<file path="src/bmc_pkg.sv">
`default_nettype none

package bmc_pkg;

  // ----------------------------------------------------------------
  // Bus and register map
  // ----------------------------------------------------------------
  localparam int unsigned BMC_DATA_W = 32;
  localparam int unsigned BMC_REG_W = 8;
  localparam int unsigned BMC_ADDR_LSB = 2;
  localparam int unsigned BMC_STRB_W = 4;
  localparam logic [7:0] BMC_IDX_BIAS = 8'h08;
  localparam logic [7:0] BMC_IDX_MON = 8'h09;
  localparam logic [7:0] BMC_BIAS_RST = 8'h00;
  localparam logic [7:0] BMC_MON_RST = 8'h10;

  // ----------------------------------------------------------------
  // Field positions
  // ----------------------------------------------------------------
  localparam int unsigned BMC_LEVEL_BIT = 7;
  localparam int unsigned BMC_CONN_MSB = 6;
  localparam int unsigned BMC_MONSEL_MSB = 7;
  localparam int unsigned BMC_MONSEL_LSB = 5;
  localparam int unsigned BMC_AVG_MSB = 4;
  localparam int unsigned BMC_AVG_LSB = 3;
  localparam int unsigned BMC_TIMEOUT_BIT = 2;
  localparam int unsigned BMC_CRC_BIT = 1;
  localparam int unsigned BMC_STAT_BIT = 0;

  // ----------------------------------------------------------------
  // Monitor codes, burn-out levels and averaging counts
  // ----------------------------------------------------------------
  localparam logic [2:0] BMC_MON_OFF = 3'h0;
  localparam logic [2:0] BMC_MON_MID = 3'h1;
  localparam logic [2:0] BMC_MON_TEMP = 3'h2;
  localparam logic [2:0] BMC_MON_ASUP = 3'h3;
  localparam logic [2:0] BMC_MON_DSUP = 3'h4;
  localparam logic [2:0] BMC_MON_BO_LOW = 3'h5;
  localparam logic [2:0] BMC_MON_BO_MID = 3'h6;
  localparam logic [2:0] BMC_MON_BO_HIGH = 3'h7;
  localparam logic [1:0] BMC_BO_NONE = 2'h0;
  localparam logic [1:0] BMC_BO_0U2 = 2'h1;
  localparam logic [1:0] BMC_BO_1U = 2'h2;
  localparam logic [1:0] BMC_BO_10U = 2'h3;
  localparam logic [1:0] BMC_AMP_ON = 2'h1;
  localparam logic [1:0] BMC_AVG_1 = 2'h0;
  localparam logic [1:0] BMC_AVG_4 = 2'h1;
  localparam logic [1:0] BMC_AVG_8 = 2'h2;
  localparam logic [1:0] BMC_AVG_16 = 2'h3;
  localparam logic [4:0] BMC_SAMP_1 = 5'h01;
  localparam logic [4:0] BMC_SAMP_4 = 5'h04;
  localparam logic [4:0] BMC_SAMP_8 = 5'h08;
  localparam logic [4:0] BMC_SAMP_16 = 5'h10;

endpackage

`default_nettype wire

</file>
<file path="src/bmc_mon_decode.sv">
`timescale 1ns/1ps
`default_nettype none

module bmc_mon_decode
  import bmc_pkg::*;
(
  input wire logic [2:0] mon_code, // Monitor selection code.
  input wire logic [1:0] avg_code, // Averaging count code.
  output logic mid_short, // Amplifier inputs shorted to mid-supply.
  output logic temp_en, // Temperature sensor routed to converter.
  output logic asup_mon, // Analog supply span over four measured.
  output logic dsup_mon, // Digital supply over four measured.
  output logic gain_one, // Amplifier gain forced to one.
  output logic mux_open, // External input switches opened.
  output logic [1:0] burnout, // Burn-out current setting.
  output logic [4:0] samples // Conversions averaged in calibration.
);

  // ----------------------------------------------------------------
  // Monitor decode
  // ----------------------------------------------------------------

  // Turns the monitor code into one control line per analog function.
  always_comb
  begin
    mid_short = 1'b0;
    temp_en = 1'b0;
    asup_mon = 1'b0;
    dsup_mon = 1'b0;
    burnout = BMC_BO_NONE;
    case (mon_code)
      BMC_MON_OFF: mid_short = 1'b0;
      BMC_MON_MID: mid_short = 1'b1;
      BMC_MON_TEMP: temp_en = 1'b1;
      BMC_MON_ASUP: asup_mon = 1'b1;
      BMC_MON_DSUP: dsup_mon = 1'b1;
      BMC_MON_BO_LOW: burnout = BMC_BO_0U2;
      BMC_MON_BO_MID: burnout = BMC_BO_1U;
      BMC_MON_BO_HIGH: burnout = BMC_BO_10U;
      default: burnout = BMC_BO_NONE;
    endcase
  end

  // Supply monitors override the user gain; internal paths open the switches.
  assign gain_one = asup_mon | dsup_mon;
  assign mux_open = mid_short | temp_en | asup_mon | dsup_mon;

  // Maps the averaging code onto the number of conversions.
  always_comb
  begin
    case (avg_code)
      BMC_AVG_1: samples = BMC_SAMP_1;
      BMC_AVG_4: samples = BMC_SAMP_4;
      BMC_AVG_8: samples = BMC_SAMP_8;
      BMC_AVG_16: samples = BMC_SAMP_16;
      default: samples = BMC_SAMP_8;
    endcase
  end

endmodule

`default_nettype wire

</file>
<file path="src/bmc_regs.sv">
`timescale 1ns/1ps
`default_nettype none

module bmc_regs
  import bmc_pkg::*;
#(
  parameter int unsigned PADDR_W = 12
)
(
  input wire logic pclk, // Bus clock, 50 MHz.
  input wire logic presetn, // Asynchronous reset, active low.
  input wire logic clk_en, // Freezes all state while low.
  input wire logic psel, // APB select.
  input wire logic penable, // APB access phase.
  input wire logic pwrite, // APB direction, high for write.
  input wire logic [PADDR_W-1:0] paddr, // APB byte address.
  input wire logic [BMC_DATA_W-1:0] pwdata, // APB write data.
  input wire logic [BMC_STRB_W-1:0] pstrb, // APB byte strobes.
  output logic [BMC_DATA_W-1:0] prdata, // APB read data.
  output logic pready, // APB ready.
  output logic pslverr, // APB error for unmapped address.
  input wire logic [1:0] amp_enable, // Amplifier enable field.
  output logic bias_level_sel, // Bias level, high for one twelfth.
  output logic bias_gen_pd, // Bias generator power-down.
  output logic [6:0] bias_connect, // Bit 6 common input, 5:0 inputs.
  output logic [2:0] monitor_select, // Active monitor code.
  output logic mid_short_en, // Amplifier inputs at mid-supply.
  output logic temp_sensor_en, // Temperature sensor selected.
  output logic asup_mon_en, // Analog supply monitor selected.
  output logic dsup_mon_en, // Digital supply monitor selected.
  output logic gain_force_one, // Amplifier gain forced to one.
  output logic input_mux_open, // External input switches open.
  output logic [1:0] burnout_level, // Burn-out current setting.
  output logic [1:0] cal_average_count, // Averaging code.
  output logic [4:0] cal_samples, // Conversions averaged.
  output logic timeout_en, // Serial timeout enable.
  output logic crc_en, // CRC append enable.
  output logic status_prefix_en, // Status byte prepend enable.
  output logic temp_amp_err // Temperature chosen without amplifier.
);

  localparam int unsigned IDX_W = PADDR_W - BMC_ADDR_LSB;

  // ----------------------------------------------------------------
  // Elaboration checks
  // ----------------------------------------------------------------
  if (PADDR_W < 8 || PADDR_W > 32)
  begin : g_bad_width
    $error("PADDR_W must lie between 8 and 32");
  end

  // ----------------------------------------------------------------
  // State
  // ----------------------------------------------------------------
  typedef struct packed {
    logic [7:0] bias;
    logic [7:0] mon;
    logic [7:0] rdata;
    logic slverr;
    logic acc_ok;
    logic [6:0] conn;
    logic level;
    logic pd;
    logic [2:0] mon_sel;
    logic mid;
    logic temp;
    logic asup;
    logic dsup;
    logic gain1;
    logic mopen;
    logic [1:0] burn;
    logic [1:0] avg;
    logic [4:0] samp;
    logic tmo;
    logic crc;
    logic stat;
    logic terr;
  } bmc_state_s;

  bmc_state_s st_ff;
  bmc_state_s nxt_st;

  logic [IDX_W-1:0] idx;
  logic hit_bias;
  logic hit_mon;
  logic done;
  logic wr_done;
  logic d_mid;
  logic d_temp;
  logic d_asup;
  logic d_dsup;
  logic d_gain1;
  logic d_mopen;
  logic [1:0] d_burn;
  logic [4:0] d_samp;

  // ----------------------------------------------------------------
  // Address decode and handshake
  // ----------------------------------------------------------------

  // Word index decode; each register takes one aligned word.
  assign idx = paddr[PADDR_W-1:BMC_ADDR_LSB];
  assign hit_bias = (idx == IDX_W'(BMC_IDX_BIAS));
  assign hit_mon = (idx == IDX_W'(BMC_IDX_MON));

  // Ready waits until read data was captured on an enabled edge.
  assign pready = psel & penable & st_ff.acc_ok & clk_en;
  assign done = psel & penable & pready;
  assign wr_done = done & pwrite & pstrb[0];

  // ----------------------------------------------------------------
  // Monitor decoder
  // ----------------------------------------------------------------
  bmc_mon_decode u_dec (
    .mon_code (st_ff.mon[BMC_MONSEL_MSB:BMC_MONSEL_LSB]),
    .avg_code (st_ff.mon[BMC_AVG_MSB:BMC_AVG_LSB]),
    .mid_short (d_mid),
    .temp_en (d_temp),
    .asup_mon (d_asup),
    .dsup_mon (d_dsup),
    .gain_one (d_gain1),
    .mux_open (d_mopen),
    .burnout (d_burn),
    .samples (d_samp)
  );

  // ----------------------------------------------------------------
  // Next state
  // ----------------------------------------------------------------

  // Register writes, read capture and registered decode of stored values.
  always_comb
  begin
    nxt_st = st_ff;
    nxt_st.acc_ok = psel & ~done;
    if (psel)
    begin
      nxt_st.slverr = ~(hit_bias | hit_mon);
      if (hit_bias)
      begin
        nxt_st.rdata = st_ff.bias;
      end
      else if (hit_mon)
      begin
        nxt_st.rdata = st_ff.mon;
      end
      else
      begin
        nxt_st.rdata = 8'h00;
      end
    end
    if (wr_done && hit_bias)
    begin
      nxt_st.bias = pwdata[BMC_REG_W-1:0];
    end
    if (wr_done && hit_mon)
    begin
      nxt_st.mon = pwdata[BMC_REG_W-1:0];
    end
    // Outputs follow the stored registers one edge later; the amplifier flag one edge after that.
    nxt_st.level = st_ff.bias[BMC_LEVEL_BIT];
    nxt_st.conn = st_ff.bias[BMC_CONN_MSB:0];
    nxt_st.pd = (st_ff.bias[BMC_CONN_MSB:0] == 7'h00);
    nxt_st.mon_sel = st_ff.mon[BMC_MONSEL_MSB:BMC_MONSEL_LSB];
    nxt_st.mid = d_mid;
    nxt_st.temp = d_temp;
    nxt_st.asup = d_asup;
    nxt_st.dsup = d_dsup;
    nxt_st.gain1 = d_gain1;
    nxt_st.mopen = d_mopen;
    nxt_st.burn = d_burn;
    nxt_st.avg = st_ff.mon[BMC_AVG_MSB:BMC_AVG_LSB];
    nxt_st.samp = d_samp;
    nxt_st.tmo = st_ff.mon[BMC_TIMEOUT_BIT];
    nxt_st.crc = st_ff.mon[BMC_CRC_BIT];
    nxt_st.stat = st_ff.mon[BMC_STAT_BIT];
    nxt_st.terr = st_ff.temp & (amp_enable != BMC_AMP_ON);
  end

  // ----------------------------------------------------------------
  // State register
  // ----------------------------------------------------------------

  // Reset loads the documented register values and their decode.
  always_ff @(posedge pclk or negedge presetn)
  begin
    if (!presetn)
    begin
      st_ff <= '0;
      st_ff.bias <= BMC_BIAS_RST;
      st_ff.mon <= BMC_MON_RST;
      st_ff.pd <= 1'b1;
      st_ff.avg <= BMC_AVG_8;
      st_ff.samp <= BMC_SAMP_8;
    end
    else if (clk_en)
    begin
      st_ff <= nxt_st;
    end
  end

  // ----------------------------------------------------------------
  // Outputs
  // ----------------------------------------------------------------

  // Every output except pready comes straight from the state register.
  assign prdata = {24'h000000, st_ff.rdata};
  assign pslverr = st_ff.slverr;
  assign bias_level_sel = st_ff.level;
  assign bias_gen_pd = st_ff.pd;
  assign bias_connect = st_ff.conn;
  assign monitor_select = st_ff.mon_sel;
  assign mid_short_en = st_ff.mid;
  assign temp_sensor_en = st_ff.temp;
  assign asup_mon_en = st_ff.asup;
  assign dsup_mon_en = st_ff.dsup;
  assign gain_force_one = st_ff.gain1;
  assign input_mux_open = st_ff.mopen;
  assign burnout_level = st_ff.burn;
  assign cal_average_count = st_ff.avg;
  assign cal_samples = st_ff.samp;
  assign timeout_en = st_ff.tmo;
  assign crc_en = st_ff.crc;
  assign status_prefix_en = st_ff.stat;
  assign temp_amp_err = st_ff.terr;
endmodule

`default_nettype wire

</file>
<file path="config.mk">
export PLATFORM = sky130hd
export DESIGN_NAME = bmc_regs
export DESIGN_NICKNAME = d
export VERILOG_FILES = /design/src/bmc_pkg.sv /design/src/bmc_mon_decode.sv /design/src/bmc_regs.sv
export SDC_FILE = /design/constraint.sdc
export NUM_CORES = 1
export LEC_CHECK = 0
export ABC_AREA = 1
export BUFFER_PORTS_ARGS = -buffer_cell sky130_fd_sc_hd__buf_2
export CORE_MARGIN = 2
export CORE_UTILIZATION = 48
export DETAILED_ROUTE_END_ITERATION = 7
export GPL_TIMING_DRIVEN = 0
export PLACE_DENSITY = 0.82
export SLEW_MARGIN = 20
export SYNTH_ARGS = -nofsm -noshare
export SYNTH_HDL_FRONTEND = slang
export SYNTH_SLANG_ARGS = --single-unit
</file>
<file path="constraint.sdc">
create_clock -name pclk -period 1.3 [get_ports pclk]
set_input_delay 0.065 -clock pclk [delete_from_list [all_inputs] [get_ports pclk]]
set_output_delay 0.065 -clock pclk [all_outputs]
set_load 0.01 [all_outputs]
</file>
==> results of run 1 <==
==> area by class of cell <==
cell class / count / share of cell area
buffer: 60 / 0.127
clock buffer: 6 / 0.0206
clock inverter: 2 / 0.00997
inverter: 17 / 0.0182
multi-input combinational: 213 / 0.288
sequential: 56 / 0.400
tap: 72 / 0.0256
timing repair buffer: 70 / 0.111
==> metrics by stage <==
stage / hold slack [ns] / total power (uW) / instance area (um^2) / cells / setup TNS, ns
floorplan: -0.231 / 1960 / 2900 / 346 / 0
global placement: 0.346 / 2060 / 3320 / 484 / 0
detailed placement: 0.159 / 2070 / 3330 / 484 / 0
CTS: 0.0170 / 3170 / 3440 / 493 / 0
global route: 0.0329 / 3300 / 3510 / 496 / -0.296
finish: 0.0135 / 3150 / 3510 / 496 / 0
==> flip-flops by register name, indices dropped and copies added, names as in the netlist, 2 cells and up <==
| signal | count |
|---|---|
| bias_connect | 7 |
| prdata | 8 |
| burnout_level | 2 |
| cal_average_count | 2 |
| nxt_st | 16 |
| cal_samples | 4 |
| monitor_select | 3 |
==> cell usage after synthesis <==
| master | n |
|---|---|
| nand3_4 | 2 |
| o21ai_0 | 10 |
| nand4_1 | 1 |
| nand2_1 | 116 |
| buf_4 | 51 |
| nor2_1 | 10 |
| nor2_4 | 3 |
| buf_2 | 1 |
| dfstp_2 | 4 |
| dfrtp_1 | 52 |
| o21ai_2 | 16 |
| nor3_1 | 1 |
| nand3_1 | 20 |
| nand3b_1 | 1 |
| o31ai_1 | 2 |
| o211a_1 | 1 |
| conb_1 | 1 |
| nor2_2 | 2 |
| inv_2 | 1 |
| nor4_1 | 1 |
| nand2_2 | 2 |
| clkbuf_1 | 6 |
| inv_1 | 16 |
| buf_6 | 2 |
==> metal layers <==
layer	up-vias	part of all wire	global-route usage
met5	-	0	0
met4	0	0.017	0.0678
met3	7	0.065	0.0427
met2	79	0.50	0.322
met1	1034	0.42	0.247
li1	1139	-	-
==> logic make-up after synthesis <==
group                  count (synthesis)  synth area share
buffers and inverters                 77             0.177
and+or+nand+nor                      159             0.246
other                                  1           0.00133
DFF                                   56             0.500
AOI/OAI and AO/OA                     29            0.0765
==> what timing repair did <==
action	4_1_cts	5_1_grt
endpoints found under the hold margin	52	0
setup buffers	0	2
endpoints found under the setup margin	0	16
hold buffers	1	0
resized for setup	0	10
==> worst max-delay path, delay by kind of cell (launching register included) <==
kind	cells	cell delay, ns
AND/OR/NAND/NOR	5	0.53
buffers and inverters	2	0.25
flip-flops	1	0.36
AO/OA/AOI/OAI	1	0.05
==> worst max-delay path by stage <==
stage	from	to	slack (ns)	cells past startpoint
floorplan	st_ff[31]	nxt_st[27]	0.17	8
global placement	paddr[11]	nxt_st[19]	0.04	8
detailed placement	paddr[11]	nxt_st[19]	0.01	8
CTS	st_ff[31]	nxt_st[19]	0.02	8
global route	st_ff[31]	nxt_st[26]	-0.05	8
finish	st_ff[31]	nxt_st[27]	0.03	8
==> power by group through the flow <==
stage,combinational (uW),clock (uW),sequential (uW)
after CTS,280,1130,1760
after detailed placement,277,0,1790
final,279,1120,1760
after global placement,272,0,1790
after floorplan,169,0,1790
after global routing,315,1230,1760
==> impl_metrics.py, run 1 <==
metrics = {
    "yosys": {
        "ys_seq_area_frac": 0.500,
        "synthDistinctLibCells": 24,
        "postSynthAreaPerCell_um2": 8.74,
        "synth_seq_cells": 56,
        "syn-instance-count": 322,
        "synth.cell_area_um2": 2810,
        "synth_area_leaders": "dfrtp_1 (46%), nand2_1 (15%), buf_4 (14%)",
        "yosysTopAreaCell": "dfrtp_1",
        "synth_top_area_frac": 0.462,
        "yosys_warnings": 0,
    },
    "final_layout": {
        "antenna_cells": 0,
        "final_util": 0.631,
        "nFillCells": 510,
        "layout_commonest_cell": "nand2_1",
        "multiInputGateArea_um2": 1010,
        "nets": 479,
        "final_cell_mix": "nand2_1 (112), buf_2 (66), buf_4 (52), dfrtp_1 (52), conb_1 (25)",
        "post_route_cells_drive_above_1_share": 0.389,
        "seq_area_um2": 1410,
        "synthToLayoutAreaGrowth_pct": 24.9,
    },
    "routing": {
        "drtPass1Iterations": 4,
        "drc_errors": 0,
        "post_drt_wl_per_cell_um": 11.6,
        "finalWirelength_mm": 5.75,
        "drtAntennaViolNets": 0,
        "drtIter0Drc": 101,
        "viasPerCell": 4.55,
        "vias": 2259,
    },
    "timing": {
        "hold_violations": 0,
        "worst_pin_slew_ns": 0.706,
        "slew_headroom": 0.530,
        "setup_ws_ns": 0.0261,
        "setup_viol": 0,
        "slew_violations": 0,
        "skew_ns": 0.0123,
        "fin_crit_ns": 1.27,
        "min_period_over_period": 0.980,
        "rsz0062_at_grt": "true",
        "max_freq_ghz": 0.785,
    },
    "power": {
        "comb_power_share": 0.088,
        "netSwitchingFraction": 0.228,
        "pwr-share-seq": 0.558,
        "ir_worst_vdd_mv": 0.737,
        "power.switching_uw": 721,
        "total_leakage_power_uw": 0.00206,
        "power_density_nw_per_um2": 897,
        "power.share.clock": 0.354,
        "p_int_uw": 2430,
    },
    "hold_path": {
        "min_path_cells": 3,
        "hold_path.class": "in2reg",
        "hold_path_end": "nxt_st[10]",
        "hp-start": "pwdata[4]",
    },
    "clock_tree": {
        "clock-sinks": 56,
        "clock-root-buffer": "clkbuf_8",
        "path_clk_slew_ns": 0.10,
        "clock_latency_ns": 0.31,
        "cts_buffer_depth": 2,
        "numCtsBuffers": 5,
        "cts_max_level": 2,
        "cts_tree": "yes",
    },
    "floorplan": {
        "initial_core_util": 0.505,
        "rows": 27,
        "io_pins": 121,
        "die_h_um": 80.6,
        "die-area_um2": 6490,
        "chipWidth_um": 80.6,
        "core_area_um2": 5570,
    },
    "setup_path": {
        "cp-end-kind": "flop",
        "r2r_start": "st_ff[31]",
        "path_cells": "nand2_1, inv_2, nand2_2, nor2_4, nand3_4, buf_12, nand2_2, o21ai_2",
        "cp.required_ns": 1.50,
        "timing.rr.end": "nxt_st[27]",
        "startpoint_type": "flop",
        "cp_slowest_cell": "dfrtp_1",
        "r2r_cells": 8,
        "crit_top_cell": "nand2_2",
        "rrSetupSlack_ns": 0.03,
        "cp.arrival_ns": 1.48,
        "path_class": "reg2reg",
        "cpPeakStageDelay_ns": 0.36,
        "crit_path_max_fanout": 8,
    },
    "placement": {
        "pre_cts_slack_ns": 0.0129,
        "place.gp.congestion": 0.827,
        "hpwl_mm": 4.34,
        "port_buffers": 66,
    },
    "global_routing": {
        "grt_overflow": 0,
        "first_global_vias": 2089,
        "grt_pass1_wl_mm": 9.52,
        "grt_max_degree": 57,
        "track_usage": 0.193,
        "antenna_found_initial": 0,
    },
    "run": {
        "maxCapViolCount": 0,
    },
    "outcome": {
        "outcome": "complete, no violations",
    },
}
Power figures use the tool's default switching activity.
==> inputs of run 2 (changes only) <==
CTS_CLUSTER_SIZE = 14   (was unset)
clock period = 1.2 ns   (was 1.3 ns; I/O delays follow)
==> run 2 against run 1 <==
  * The run now ends with negative setup slack left
  * Maximum frequency rose by 3.0%
  * Final cell count rose by 0.81%
  * Clock-buffer cell count did not move
  * Register-to-register slack got worse by 0.06 ns
==> impl_metrics.py, run 2 (synthesized netlist as in run 1, its figures left out) <==
metrics = {
    "timing": {
        "setup_ws_ns": -0.0371,
        "skew_ns": 0.0142,
        "hold_violations": 0,
        "slew_violations": 0,
        "fin_crit_ns": 1.24,
        "rsz0062_at_grt": "true",
        "max_freq_ghz": 0.808,
        "min_period_over_period": 1.03,
        "worst_pin_slew_ns": 0.710,
        "slew_headroom": 0.527,
        "setup_viol": 8,
        "finalHoldWorstSlack_ns": 0.0299,
        "tns_ns": -0.183,
    },
    "placement": {
        "dpl_cell_area_um2": 3330,
        "place.gp.congestion": 0.827,
        "hpwl_mm": 4.34,
        "port_buffers": 66,
        "place_inst": 484,
    },
    "routing": {
        "vias": 2281,
        "drtIter0Drc": 118,
        "drc_errors": 0,
        "drtAntennaViolNets": 0,
        "post_drt_wl_per_cell_um": 11.8,
        "viasPerCell": 4.56,
        "drtPass1Iterations": 4,
        "finalWirelength_mm": 5.92,
    },
    "setup_path": {
        "cp.required_ns": 1.40,
        "r2r_start": "st_ff[31]",
        "path_class": "reg2reg",
        "startpoint": "st_ff[31]",
        "crit_path_max_fanout": 5,
        "startpoint_type": "flop",
        "cp.arrival_ns": 1.43,
        "cp-end-kind": "flop",
    },
    "clock_tree": {
        "clock-sinks": 56,
        "path_clk_slew_ns": 0.11,
        "clock-root-buffer": "clkbuf_8",
        "cts_max_level": 2,
        "numCtsBuffers": 5,
        "cts_tree": "yes",
        "clock_latency_ns": 0.31,
        "cts_buffer_depth": 2,
    },
    "final_layout": {
        "synthToLayoutAreaGrowth_pct": 27.9,
        "nFillCells": 494,
        "nets": 483,
        "multiInputGateArea_um2": 1060,
        "antenna_cells": 0,
        "final_cell_count_no_fill": 500,
        "largest_reg_flops": 16,
        "fin_area_um2": 3600,
        "layout_commonest_cell": "nand2_1",
        "post_route_cells_drive_above_1_share": 0.416,
        "seq_area_um2": 1410,
        "final_cell_mix": "nand2_1 (103), buf_2 (66), buf_4 (53)",
    },
    "floorplan": {
        "chipWidth_um": 80.6,
        "die-area_um2": 6490,
        "rows": 27,
        "core_area_um2": 5570,
        "initial_core_util": 0.505,
        "die_h_um": 80.6,
        "io_pins": 121,
    },
    "power": {
        "total_leakage_power_uw": 0.00209,
        "power_density_nw_per_um2": 953,
        "ir_worst_vdd_mv": 0.801,
    },
    "global_routing": {
        "grt_max_degree": 57,
        "first_global_vias": 2185,
        "antenna_found_initial": 0,
        "track_usage": 0.202,
        "grt_overflow": 0,
        "grt_pass1_wl_mm": 9.97,
    },
    "hold_path": {
        "hold_path.class": "in2reg",
        "hp-start": "pwdata[4]",
    },
    "outcome": {
        "outcome": "finished, violations left",
        "violations": "negative setup slack",
    },
    "run": {
        "maxCapViolCount": 0,
    },
}
run 2: what timing repair did:
action | CTS | global route
endpoints found under the setup margin | 16 | 17
setup buffers | 6 | 0
cloned | 1 | 0
hold endpoints to repair | 52 | 0
hold buffers | 1 | 0
gates resized for setup | 21 | 5
pin swaps | 3 | 1
run 2: layout make-up:
class,count,area share
Buffer,60,0.122
Clock buffer,6,0.0202
Clock inverter,2,0.00974
Inverter,17,0.0177
Multi-Input combinational cell,213,0.293
Sequential cell,56,0.391
Tap cell,72,0.0250
Timing Repair Buffer,74,0.121
run 2: metrics by stage:
stage                     worst slack [ns]  utilization  total power (uW)
after global placement             -0.0569        0.596              2240
after global routing                -0.123        0.646              3580
after CTS                          -0.0658        0.642              3440
after floorplan                     0.0676            -              2130
after detailed placement           -0.0821        0.597              2240
final                              -0.0371        0.646              3430
run 2: per-layer routing:
layer  part of all wire  up-vias  wire length (um)  track usage
met5                  0        -                 0            0
met4              0.017        0               101       0.0661
met3              0.066        7               393       0.0472
met2               0.51       82              3000        0.347
met1               0.41     1043              2420        0.251
li1                   -     1149                 -            -
run 2: worst max-delay path: stages, from the launching register on:
cell and delay [ns]:
dfrtp_1 0.36, nand2_1 0.06, inv_2 0.07, nand2_4 0.05
nor2_4 0.14, nand3_4 0.16, buf_8 0.18, nand2_2 0.05
o21ai_2 0.05
run 2: path summary, 6_finish.rpt:
kind	endpoint	slack [ns]	cells past startpoint
setup reg to reg	nxt_st[19]	-0.04	8
max in group asynchronous	monitor_select[1]	0.39	2
hold reg to reg	cal_average_count[1]	0.47	2
setup / recovery	nxt_st[19]	-0.04	8
min in group asynchronous	prdata[0]	0.32	2
hold / removal	nxt_st[10]	0.03	3
run 2: where the power goes:
group	switching, uW	internal [uW]
registers	6.91	1900
logic	189	118
clock network	597	621
total	793	2640
==> inputs of run 3 (changes only) <==
CORE_UTILIZATION = 40   (was 48)
PLACE_DENSITY = 0.69   (was 0.82)
SYNTH_HIERARCHICAL = 1   (was unset)
==> run 3 against run 2 <==
  * First-iteration DRC count increased by 1.7%
  * The run still ends with negative setup slack left
  * Die area increased by 25%
  * Core utilization decreased by 11 points
  * Total power increased by 10%
  * Clock skew decreased by 0.0084 ns
  * Register-to-register slack about the same
  * Via count increased by 8.5%
  * Maximum frequency increased by 0.94%
  * Combinational power increased by 9.4%
  * Synthesized cell count increased by 11%
==> impl_metrics.py, run 3 <==
metrics = {
    "setup_path": {
        "rrSetupSlack_ns": -0.03,
        "cpPeakStageDelay_ns": 0.34,
        "r2r_start": "st_ff[31]",
        "cp_slowest_cell": "dfrtp_1",
        "cp.arrival_ns": 1.45,
        "cp.required_ns": 1.42,
        "cp-end-kind": "flop",
        "path_class": "reg2reg",
        "cp_num_cells": 8,
        "r2r_cells": 8,
        "critPathBufInv": 2,
        "startpoint_type": "flop",
        "crit_family": "simple AND/OR/NAND/NOR gates",
        "path_cells": "nand2_1, inv_2, nand2_2, nor2_4, nand3_4, buf_8, nand2_4, o21ai_2",
        "crit_path_max_fanout": 5,
        "timing.rr.end": "nxt_st[30]",
    },
    "yosys": {
        "yosys_warnings": 6,
        "synthDistinctLibCells": 21,
        "synth_common_cells": "nand2_1 (150), buf_4 (53), dfrtp_1 (53)",
        "synth_edf_count": 0,
        "synth_top_area_frac": 0.449,
        "postSynthAreaPerCell_um2": 8.25,
        "ys_seq_area_frac": 0.485,
        "syn-instance-count": 358,
        "synth_area_leaders": "dfrtp_1 (45%), nand2_1 (19%), buf_4 (13%)",
        "synthArstFlopShare": 1.00,
        "synth_seq_cells": 57,
        "yosysMostFrequentCell": "nand2_1",
        "yosysTopAreaCell": "dfrtp_1",
        "synth.cell_area_um2": 2950,
        "synth-main-ff-cell": "dfrtp_1",
    },
    "floorplan": {
        "die-area_um2": 8090,
        "die_h_um": 89.9,
        "chipWidth_um": 89.9,
        "io_pins": 121,
        "core_area_um2": 7210,
        "initial_core_util": 0.409,
        "rows": 31,
    },
    "hold_path": {
        "hp-start": "pwdata[7]",
        "min_path_cells": 3,
        "hold_path.class": "in2reg",
        "hold_path_end": "nxt_st[23]",
    },
    "power": {
        "total_leakage_power_uw": 0.00229,
        "ir_worst_vdd_mv": 0.500,
        "power_density_nw_per_um2": 984,
    },
    "global_routing": {
        "track_usage": 0.166,
        "antenna_found_initial": 0,
        "grt_pass1_wl_mm": 10.7,
        "grt_overflow": 0,
        "first_global_vias": 2361,
        "grt_max_degree": 58,
    },
    "timing": {
        "rsz0062_at_grt": "true",
        "tns_ns": -0.0901,
        "skew_ns": 0.00582,
        "setup_viol": 6,
        "max_freq_ghz": 0.816,
        "slew_violations": 0,
        "setup_ws_ns": -0.0256,
        "worst_pin_slew_ns": 0.722,
        "fin_crit_ns": 1.23,
        "hold_violations": 0,
        "min_period_over_period": 1.02,
        "slew_headroom": 0.519,
    },
    "run": {
        "maxCapViolCount": 0,
    },
    "outcome": {
        "violations": "negative setup slack",
        "outcome": "finished, violations left",
    },
    "final_layout": {
        "antenna_cells": 0,
        "nets": 525,
        "final_cell_count_no_fill": 572,
        "layout_commonest_cell": "nand2_1",
        "synthToLayoutAreaGrowth_pct": 29.9,
        "post_route_cells_drive_above_1_share": 0.383,
        "largest_reg_flops": 16,
        "final_cell_mix": "nand2_1 (140), buf_2 (67), buf_4 (57)",
        "nFillCells": 712,
    },
    "placement": {
        "port_buffers": 67,
        "place_inst": 547,
        "place.gp.congestion": 0.817,
        "hpwl_mm": 4.64,
    },
    "routing": {
        "post_drt_wl_per_cell_um": 11.7,
        "drtIter0Drc": 120,
        "vias": 2476,
        "drc_errors": 0,
        "finalWirelength_mm": 6.67,
        "viasPerCell": 4.33,
        "drtAntennaViolNets": 0,
        "drtPass1Iterations": 4,
    },
    "clock_tree": {
        "path_clk_slew_ns": 0.06,
        "cts_buffer_depth": 2,
        "clock_latency_ns": 0.33,
        "cts_max_level": 3,
        "numCtsBuffers": 9,
        "clock-sinks": 57,
        "clock-root-buffer": "clkbuf_8",
        "cts_tree": "yes",
    },
}
run 3: cell count changes in the layout (fill, tap and decap cells not counted), moves of 5 or more:
cell,change
nor2_1,+5
o21ai_0,-6
nand2_2,-7
nand2_1,+37
clkbuf_8,+5
inv_1,+6
run 3: per-stage QoR:
step	instance area (um^2)	power (uW)	utilization	setup WS [ns]	hold WS [ns]
after floorplan	3040	2180	-	0.0637	-0.236
after global placement	3500	2300	0.485	-0.0631	0.336
after detailed placement	3500	2300	0.485	-0.0889	0.164
after CTS	3730	3800	0.517	-0.0378	0.00498
after global routing	3840	3930	0.532	-0.0994	0.0294
final	3840	3780	0.532	-0.0256	0.00614
run 3: worst register-to-register path: stages, from the launching register on:
cell     delay, ns
dfrtp_1       0.34
nand2_1       0.06
inv_2         0.06
nand2_2       0.07
nor2_4        0.15
nand3_4       0.15
buf_8         0.18
nand2_4       0.05
o21ai_2       0.05
run 3: cell type report:
cell class | instances | area [um^2] | area share
repair buffers | 77 | 449 | 0.117
flip-flops and latches | 57 | 1430 | 0.373
inverters | 23 | 87.6 | 0.0228
clock buffers | 15 | 156 | 0.0408
plain buffers | 62 | 460 | 0.120
multi-input cells | 239 | 1130 | 0.294
well taps | 99 | 124 | 0.0323
run 3: repair_timing:
| action | 4_1_cts | 5_1_grt |
|---|---|---|
| pin swaps | 2 | 2 |
| endpoints found under the hold margin | 55 | 0 |
| resized for setup | 3 | 20 |
| hold buffers | 3 | 0 |
| setup endpoints to repair | 16 | 17 |
| setup buffers | 5 | 1 |
| gates cloned | 0 | 1 |
run 3: cell families after synthesis:
kind of cell / count (synthesis) / share of synthesized area
and+or+nand+nor: 193 / 0.276
DFF: 57 / 0.485
buffers and inverters: 85 / 0.181
AOI/OAI and AO/OA: 21 / 0.0559
other: 2 / 0.00254
run 3: how the worst max path moves through the flow:
stage | from | slack (ns) | end
3_3_place_gp | st_ff[31] | -0.06 | nxt_st[19]
2_1_floorplan | st_ff[31] | 0.06 | nxt_st[20]
5_1_grt | st_ff[31] | -0.1 | nxt_st[30]
4_1_cts | st_ff[31] | -0.04 | nxt_st[29]
3_5_place_dp | st_ff[31] | -0.09 | nxt_st[19]
6_report | st_ff[31] | -0.03 | nxt_st[30]
run 3: per-layer routing:
| layer | wire length (um) | global-route usage | share of wire |
|---|---|---|---|
| met2 | 3230 | 0.273 | 0.48 |
| met4 | 123 | 0.0769 | 0.018 |
| met1 | 2910 | 0.209 | 0.44 |
| met5 | 0 | 0 | 0 |
| met3 | 400 | 0.0386 | 0.060 |
run 3: report_power, final:
part	leakage, uW	internal, uW	switching [uW]
clock network	0.0000778	799	696
registers	0.000769	1940	7.68
logic	0.00144	135	201
